[src/shared/port_power_pkg.sv]
/*
  Shared constants, register map and types for the port power switch
  control block. Assumes a 25 MHz core clock and a 32-bit APB bus.
*/
package port_power_pkg;

  localparam int unsigned PORT_COUNT = 5;
  localparam int unsigned CLOCK_HZ = 25000000;

  // Register byte offsets
  localparam logic [11:0] CONTROL_OFFSET = 12'h000;
  localparam logic [11:0] STATUS_OFFSET = 12'h004;
  localparam logic [11:0] EVENT_OFFSET = 12'h008;
  localparam logic [11:0] EVENT_CLEAR_OFFSET = 12'h00C;
  localparam logic [11:0] EVENT_ENABLE_OFFSET = 12'h010;

  // Control fields: port power request bits
  localparam int unsigned CONTROL_POWER_LSB = 0;
  // Status fields
  localparam int unsigned STATUS_FAULT_LSB = 0;
  localparam int unsigned STATUS_ENABLED_LSB = 8;
  localparam int unsigned STATUS_GANGED_BIT = 16;
  localparam int unsigned STATUS_BUS_POWERED_BIT = 17;

  // Reset values
  localparam logic [PORT_COUNT-1:0] CONTROL_RESET = 5'h00;
  localparam logic [PORT_COUNT-1:0] EVENT_RESET = 5'h00;
  localparam logic [PORT_COUNT-1:0] EVENT_ENABLE_RESET = 5'h00;

  // Reset pulse figures for the system side
  localparam int unsigned RESET_MIN_NS = 250;
  localparam int unsigned RESET_MAX_MS = 5;
  localparam longint unsigned RESET_MIN_CYCLES =
    (longint'(RESET_MIN_NS) * CLOCK_HZ + 64'd999999999) / 64'd1000000000;
  localparam longint unsigned RESET_MAX_CYCLES =
    longint'(RESET_MAX_MS) * CLOCK_HZ / 64'd1000;

  typedef struct packed {
    logic [PORT_COUNT-1:0] out;
    logic [PORT_COUNT-1:0] oe;
  } power_pins_s;

endpackage : port_power_pkg

[src/verilog/input_sync.sv]
/*
  Two-flop synchroniser for a group of asynchronous level inputs.
  Assumes the inputs are quasi-static levels; no event is carried.
*/
`timescale 1ns/1ps
module input_sync #(
  parameter int unsigned WIDTH = 1,
  parameter logic [WIDTH-1:0] RESET_VALUE = '0
) (
  // Clock and reset
  input wire logic clock_i,
  input wire logic rst_i,
  // Levels
  input wire logic [WIDTH-1:0] async_i,
  output logic [WIDTH-1:0] sync_o
);

  logic [WIDTH-1:0] stage;
  logic [WIDTH-1:0] next_stage;
  logic [WIDTH-1:0] next_sync;

  always_comb begin
    next_stage = async_i;
    next_sync = stage;
  end

  // First stage read only by the second
  always_ff @(posedge clock_i or posedge rst_i) begin
    if (rst_i) begin
      stage <= RESET_VALUE;
      sync_o <= RESET_VALUE;
    end else begin
      stage <= next_stage;
      sync_o <= next_sync;
    end
  end

endmodule : input_sync

[src/verilog/port_power_switch_control.sv]
/*
  Downstream port power switching with over-current handling, APB slave
  for control, status and fault events. Assumes external open-drain pull-ups
  on the power-enable lines and static strap inputs.
*/
`timescale 1ns/1ps
module port_power_switch_control
  import port_power_pkg::*;
(
  // Clock and reset
  input wire logic clock_i,
  input wire logic rst_i,
  // APB slave
  input wire logic psel_i,
  input wire logic penable_i,
  input wire logic pwrite_i,
  input wire logic [11:0] paddr_i,
  input wire logic [31:0] pwdata_i,
  output logic [31:0] prdata_o,
  output logic pready_o,
  output logic pslverr_o,
  // Straps and fault pins
  input wire logic ganged_i,
  input wire logic bus_powered_select_n_i,
  input wire logic [PORT_COUNT-1:0] port_overcurrent_n_i,
  // Power switch pins, open drain
  input wire logic [PORT_COUNT-1:0] port_power_enable_n_i,
  output logic [PORT_COUNT-1:0] port_power_enable_n_o,
  output logic [PORT_COUNT-1:0] port_power_enable_n_oe_o,
  // Interrupt
  output logic irq_o
);

  logic [PORT_COUNT-1:0] fault_n_sync;
  logic [1:0] strap_sync;
  logic ganged;
  logic bus_powered;
  logic [PORT_COUNT-1:0] fault;
  logic [PORT_COUNT-1:0] fault_prev;
  logic [PORT_COUNT-1:0] next_fault_prev;
  logic [PORT_COUNT-1:0] power_req;
  logic [PORT_COUNT-1:0] next_power_req;
  logic [PORT_COUNT-1:0] event_flags;
  logic [PORT_COUNT-1:0] next_event_flags;
  logic [PORT_COUNT-1:0] event_enable;
  logic [PORT_COUNT-1:0] next_event_enable;
  logic [PORT_COUNT-1:0] enable_on;
  logic [PORT_COUNT-1:0] next_enable_on;
  logic [31:0] next_prdata;
  logic next_pslverr;
  logic access;
  logic setup;
  logic wr;
  logic clear_strobe;
  logic addr_ok;
  power_pins_s pins;

  // Pin readback unused: enables are output only here
  logic unused_pin;
  assign unused_pin = ^port_power_enable_n_i;

  // Fault inputs idle high, so reset the synchroniser high
  input_sync #(
    .WIDTH(PORT_COUNT),
    .RESET_VALUE({PORT_COUNT{1'b1}})
  ) fault_sync (
    .clock_i(clock_i),
    .rst_i(rst_i),
    .async_i(port_overcurrent_n_i),
    .sync_o(fault_n_sync)
  );

  input_sync #(
    .WIDTH(2),
    .RESET_VALUE(2'h3)
  ) strap_sync_inst (
    .clock_i(clock_i),
    .rst_i(rst_i),
    .async_i({ganged_i, bus_powered_select_n_i}),
    .sync_o(strap_sync)
  );

  assign ganged = strap_sync[1];
  assign bus_powered = ~strap_sync[0];

  // Shared fault in ganged mode, per-port otherwise
  always_comb begin
    if (ganged) begin
      fault = {PORT_COUNT{|(~fault_n_sync)}};
    end else begin
      fault = ~fault_n_sync;
    end
  end

  assign access = psel_i & penable_i;
  assign setup = psel_i & ~penable_i;
  assign wr = access & pwrite_i;
  assign clear_strobe = wr & (paddr_i == EVENT_CLEAR_OFFSET);
  assign addr_ok = (paddr_i == CONTROL_OFFSET) |
                   (paddr_i == STATUS_OFFSET) |
                   (paddr_i == EVENT_OFFSET) |
                   (paddr_i == EVENT_CLEAR_OFFSET) |
                   (paddr_i == EVENT_ENABLE_OFFSET);

  // Register file and fault events
  always_comb begin
    next_power_req = power_req;
    next_event_enable = event_enable;
    next_fault_prev = fault;
    next_event_flags = event_flags;
    if (wr && paddr_i == CONTROL_OFFSET) begin
      next_power_req = pwdata_i[CONTROL_POWER_LSB +: PORT_COUNT];
    end
    if (wr && paddr_i == EVENT_ENABLE_OFFSET) begin
      next_event_enable = pwdata_i[PORT_COUNT-1:0];
    end
    if (clear_strobe) begin
      next_event_flags = event_flags & ~pwdata_i[PORT_COUNT-1:0];
    end
    // Set beats clear so a fault in the clear cycle is kept
    next_event_flags = next_event_flags | (fault & ~fault_prev);
    // Latched shutdown until software re-requests power
    next_power_req = next_power_req & ~fault;
    next_prdata = 32'h0000_0000;
    // Latched at setup so the error stands while pready is sampled
    next_pslverr = setup & ~addr_ok;
    case (paddr_i)
      CONTROL_OFFSET: next_prdata[PORT_COUNT-1:0] = power_req;
      STATUS_OFFSET: begin
        next_prdata[STATUS_FAULT_LSB +: PORT_COUNT] = fault;
        next_prdata[STATUS_ENABLED_LSB +: PORT_COUNT] = enable_on;
        next_prdata[STATUS_GANGED_BIT] = ganged;
        next_prdata[STATUS_BUS_POWERED_BIT] = bus_powered;
      end
      EVENT_OFFSET: next_prdata[PORT_COUNT-1:0] = event_flags;
      EVENT_ENABLE_OFFSET: next_prdata[PORT_COUNT-1:0] = event_enable;
      default: next_prdata = 32'h0000_0000;
    endcase
    // Read data latched at setup, standing through the access phase
    if (!(setup && !pwrite_i)) begin
      next_prdata = prdata_o;
    end
  end

  // Switch drive from request, gang strap and faults
  always_comb begin
    if (ganged) begin
      next_enable_on = {PORT_COUNT{power_req[0]}} & ~fault;
    end else begin
      next_enable_on = power_req & ~fault;
    end
    // Bus-powered hub still switches; select only reported here
    next_enable_on = next_enable_on & {PORT_COUNT{1'b1}};
  end

  always_ff @(posedge clock_i or posedge rst_i) begin
    if (rst_i) begin
      power_req <= CONTROL_RESET;
      event_flags <= EVENT_RESET;
      event_enable <= EVENT_ENABLE_RESET;
      fault_prev <= {PORT_COUNT{1'b0}};
      enable_on <= {PORT_COUNT{1'b0}};
      prdata_o <= 32'h0000_0000;
      pslverr_o <= 1'b0;
    end else begin
      power_req <= next_power_req;
      event_flags <= next_event_flags;
      event_enable <= next_event_enable;
      fault_prev <= next_fault_prev;
      enable_on <= next_enable_on;
      prdata_o <= next_prdata;
      pslverr_o <= next_pslverr;
    end
  end

  // Open drain: only ever drives low
  generate
    for (genvar p = 0; p < PORT_COUNT; p++) begin : g_pin
      assign pins.out[p] = 1'b0;
      assign pins.oe[p] = enable_on[p];
    end
  endgenerate

  assign port_power_enable_n_o = pins.out;
  assign port_power_enable_n_oe_o = pins.oe;
  assign pready_o = 1'b1;
  assign irq_o = |(event_flags & event_enable);

endmodule : port_power_switch_control

[config.mk]
export PLATFORM = sky130hd
export DESIGN_NAME = port_power_switch_control
export DESIGN_NICKNAME = d
export VERILOG_FILES = /design/src/shared/port_power_pkg.sv /design/src/verilog/input_sync.sv /design/src/verilog/port_power_switch_control.sv
export SDC_FILE = /design/constraint.sdc
export NUM_CORES = 1
export LEC_CHECK = 0
export BUFFER_PORTS_ARGS = -buffer_cell sky130_fd_sc_hd__clkbuf_2
export CORE_MARGIN = 5
export CORE_UTILIZATION = 47
export DETAILED_ROUTE_END_ITERATION = 16
export PLACE_DENSITY = 0.82
export SYNTH_ARGS = -nofsm -noshare
export SYNTH_HDL_FRONTEND = slang
export SYNTH_HIERARCHICAL = 1
export SYNTH_SLANG_ARGS = --single-unit
[constraint.sdc]
create_clock -name clock_i -period 1.9 [get_ports clock_i]
set_input_delay 0.285 -clock clock_i [delete_from_list [all_inputs] [get_ports clock_i]]
set_output_delay 0.285 -clock clock_i [all_outputs]
set_load 0.02 [all_outputs]
==> reports/metrics.csv <==
stage;metric;value;unit
outcome;status;finished clean;
critical_path;crit_path_end_kind;register;
clock_tree;cts_tree;yes;
timing;fin_skew;0.009172;ns
timing;whs;0.04208;ns
drt;viasPerCell;5.252;
critical_path;worstPathArrival;1.90;ns
power_and_ir_drop;pwr-share-comb;11.4;%
global_routing;grtUsageTotal;16.71;%
finish;drive_above_1_share;37.28;%
drt;drtAntennaViolNets;0;
critical_path;path_class;register to register;
power_and_ir_drop;p_clk_share;31.1;%
power_and_ir_drop;fin_total_pwr;2.020;mW
yosys;ys.flop_type;dfrtp_1;
yosys;synth.area.top_cells;dfrtp_1 (39%), dfstp_2 (15%), buf_4 (8.0%);
yosys;async_reset_ff_share;100.0;%
finish;layout.nets;339;
clock_tree;cts.clk_slew.worst_paths;0.09;ns
finish;fillCellCount;468;
floorplanning;ios;106;
yosys;ys_warn_count;6;
yosys;yosysSeqAreaShare;54.25;%
clock_tree;hold_buffers;0;
place;io_buffers;47;
floorplanning;die_x;81.92;µm
yosys;syn_area;2431;µm²
timing;finalSetupViolations;0;
drt;drt_iter0_drc;170;
clock_tree;cts_num_sinks;52;
power_and_ir_drop;p_leak;1.387;nW
timing;period_needed;1.659;ns
yosys;yosysTopAreaCell;dfrtp_1;
finish;area_growth;16.73;%
yosys;ys_ff_latch;52;
global_routing;grt_pass1_wl;8466;µm
yosys;syn_inst;217;
clock_tree;clockBufferDepth;2;
finish;post-route-util;55.92;%
global_routing;grt_pass1_vias;1810;
power_and_ir_drop;p_int;1.481;mW
floorplanning;start_util;47.90;%
floorplanning;die_h;81.92;µm
power_and_ir_drop;p_sw;538.9;µW
critical_path;worstPathRequired;2.14;ns
finish;n_antenna_cell;0;
clock_tree;htree_levels;2;
yosys;synth_cell_types;40;
critical_path;r2r-end;prdata_o[0];
global_routing;grt_max_degree;39;
clock_tree;cts_setup_buffers;0;
drt;vias;1833;
power_and_ir_drop;netSwitchingFraction;26.69;%
drt;drcViolationCount;0;
timing;fin_ws;0.2414;ns
clock_tree;root_buffer;clkbuf_8;
place;dpl.hpwl;4079;µm
floorplanning;fp.dieArea;6711;µm²
drt;drtPass1Iterations;4;
clock_tree;post_cts_resized;0;
timing;period_share;87.29;%
drt;wl_per_cell;15.30;µm
yosys;synth_area_per_cell;11.20;µm²
global_routing;antenna_found_initial;0;
timing;rsz0062_at_grt;no;
timing;max-slew-margin-rel;64.89;%
flow_run;drv_cap;0;
timing;maxSlewViolCount;0;
critical_path;rr_startpoint;strap_sync_inst/sync_o[1];
yosys;synth_edf_count;0;
drt;wl;5339;µm
clock_tree;tritoncts.num_buffers;5;
timing;max_slew.worst_pin.slew;0.5231;ns
yosys;synth.top_cell.area_share;39.11;%
power_and_ir_drop;pwr-share-seq;57.4;%
timing;hold_viol;0;
floorplanning;core-area;5075;µm²
clock_tree;clk_latency;0.31;ns
place;dp_slack;-0.05708;ns
power_and_ir_drop;powerDensity;711.7;nW/µm²
critical_path;crit_fanout;10;
hold_path;hold_class;input port to asynchronous set/reset pin;
timing;fmax;602.9;MHz
power_and_ir_drop;peakVddDrop;0.3700;mV
place;place_congestion;0.9119;
critical_path;r2r_slack;0.24;ns
floorplanning;rows;26;
global_routing;grt_overflow;0;
critical_path;cp-start-kind;register;
critical_path;reg2reg_depth;4;
final cells by class:
type | instances | area [µm²] | share of cell area [%]
Tap cell | 70 | 87.58 | 3.086
Clock buffer | 5 | 68.82 | 2.425
Multi-Input combinational cell | 143 | 915.9 | 32.28
Timing Repair Buffer | 65 | 382.9 | 13.49
Inverter | 11 | 41.29 | 1.455
Clock inverter | 3 | 22.52 | 0.7937
Sequential cell | 52 | 1319 | 46.47
cell families after synthesis:
group,Yosys count,share of synthesized area (%)
fa+ha+maj,1,0.4118
simple gates,59,16.26
other cells,2,0.3089
mux,9,4.118
buf+inv,46,11.79
flops,52,54.25
compound gates,48,12.87
critical path, cell delays in order (launching register included):
cell and delay [ns]:
dfstp_2 0.54, clkinv_1 0.23, o21ai_1 0.52, a32oi_1 0.13, a21oi_1 0.17
through the flow:
stage                     cells  setup TNS, ns  instance area [µm²]
after floorplan             241              0                 2521
after global placement      341       -0.09914                 2746
after detailed placement    341        -0.2284                 2746
after CTS                   349              0                 2838
after global routing        349              0                 2838
final                       349              0                 2838
metal layers:
layer	GRT usage (%)	routed length, µm	vias up
li1	-	-	846
met1	20.91	2119	888
met2	25.93	2561	83
met3	4.605	463	16
met4	9.468	194	0
met5	0	0	-
state kept, by name, summed over array words and instances (netlist names):
signal                     count
strap_sync_inst/next_sync      2
strap_sync_inst/sync_o         2
fault_prev                     5
fault_sync/next_sync           5
power_req                      5
event_flags                    5
prdata_o                      12
fault_sync/sync_o              5
port_power_enable_n_oe_o       5
pslverr_o                      1
event_enable                   5
worst max-delay path by stage:
stage / startpoint / cells past startpoint / to
2_1_floorplan: paddr_i[9] / 5 / power_req[2]
3_3_place_gp: paddr_i[9] / 6 / prdata_o[2]
3_5_place_dp: paddr_i[9] / 5 / power_req[0]
4_1_cts: strap_sync_inst/sync_o[1] / 4 / prdata_o[4]
5_1_grt: strap_sync_inst/sync_o[1] / 4 / prdata_o[0]
6_report: strap_sync_inst/sync_o[1] / 4 / prdata_o[0]
power groups by stage:
stage | Clock [mW] | Combinational [mW] | Sequential [mW]
finish | 0.629 | 0.230 | 1.16
detailed placement | 0 | 0.228 | 1.18
global route | 0.706 | 0.255 | 1.16
floorplan | 0 | 0.170 | 1.19
global placement | 0 | 0.222 | 1.18
CTS | 0.647 | 0.229 | 1.16
Yosys cell counts, types with 4 or more instances:
library cell  number
nand3_1            8
dfrtp_1           38
mux2_2             8
a21oi_1           11
nand4_1            6
nand2_1           14
nor2_1             8
inv_1             10
o21ai_1           10
buf_4             26
a31oi_1            4
o21ai_0            5
a22o_1            10
dfstp_2           14
and4_1             5
clkbuf_1           6
cell usage in the layout, fill, tap and decap left out, types with 3 or more instances in the layout:
cell,synthesis,layout
clkbuf_2,0,47
dfrtp_1,38,38
conb_1,2,26
buf_4,26,17
nand2_1,14,14
dfstp_2,14,14
a21oi_1,11,11
a22o_1,10,10
o21ai_1,10,10
inv_1,10,10
nor2_1,8,8
nand3_1,8,8
mux2_2,8,8
nand4_1,6,6
o21ai_0,5,5
and4_1,5,5
clkbuf_8,0,5
a31oi_1,4,4
nor4_4,3,3
a32oi_1,3,3
(Power assumes the default switching activity.)
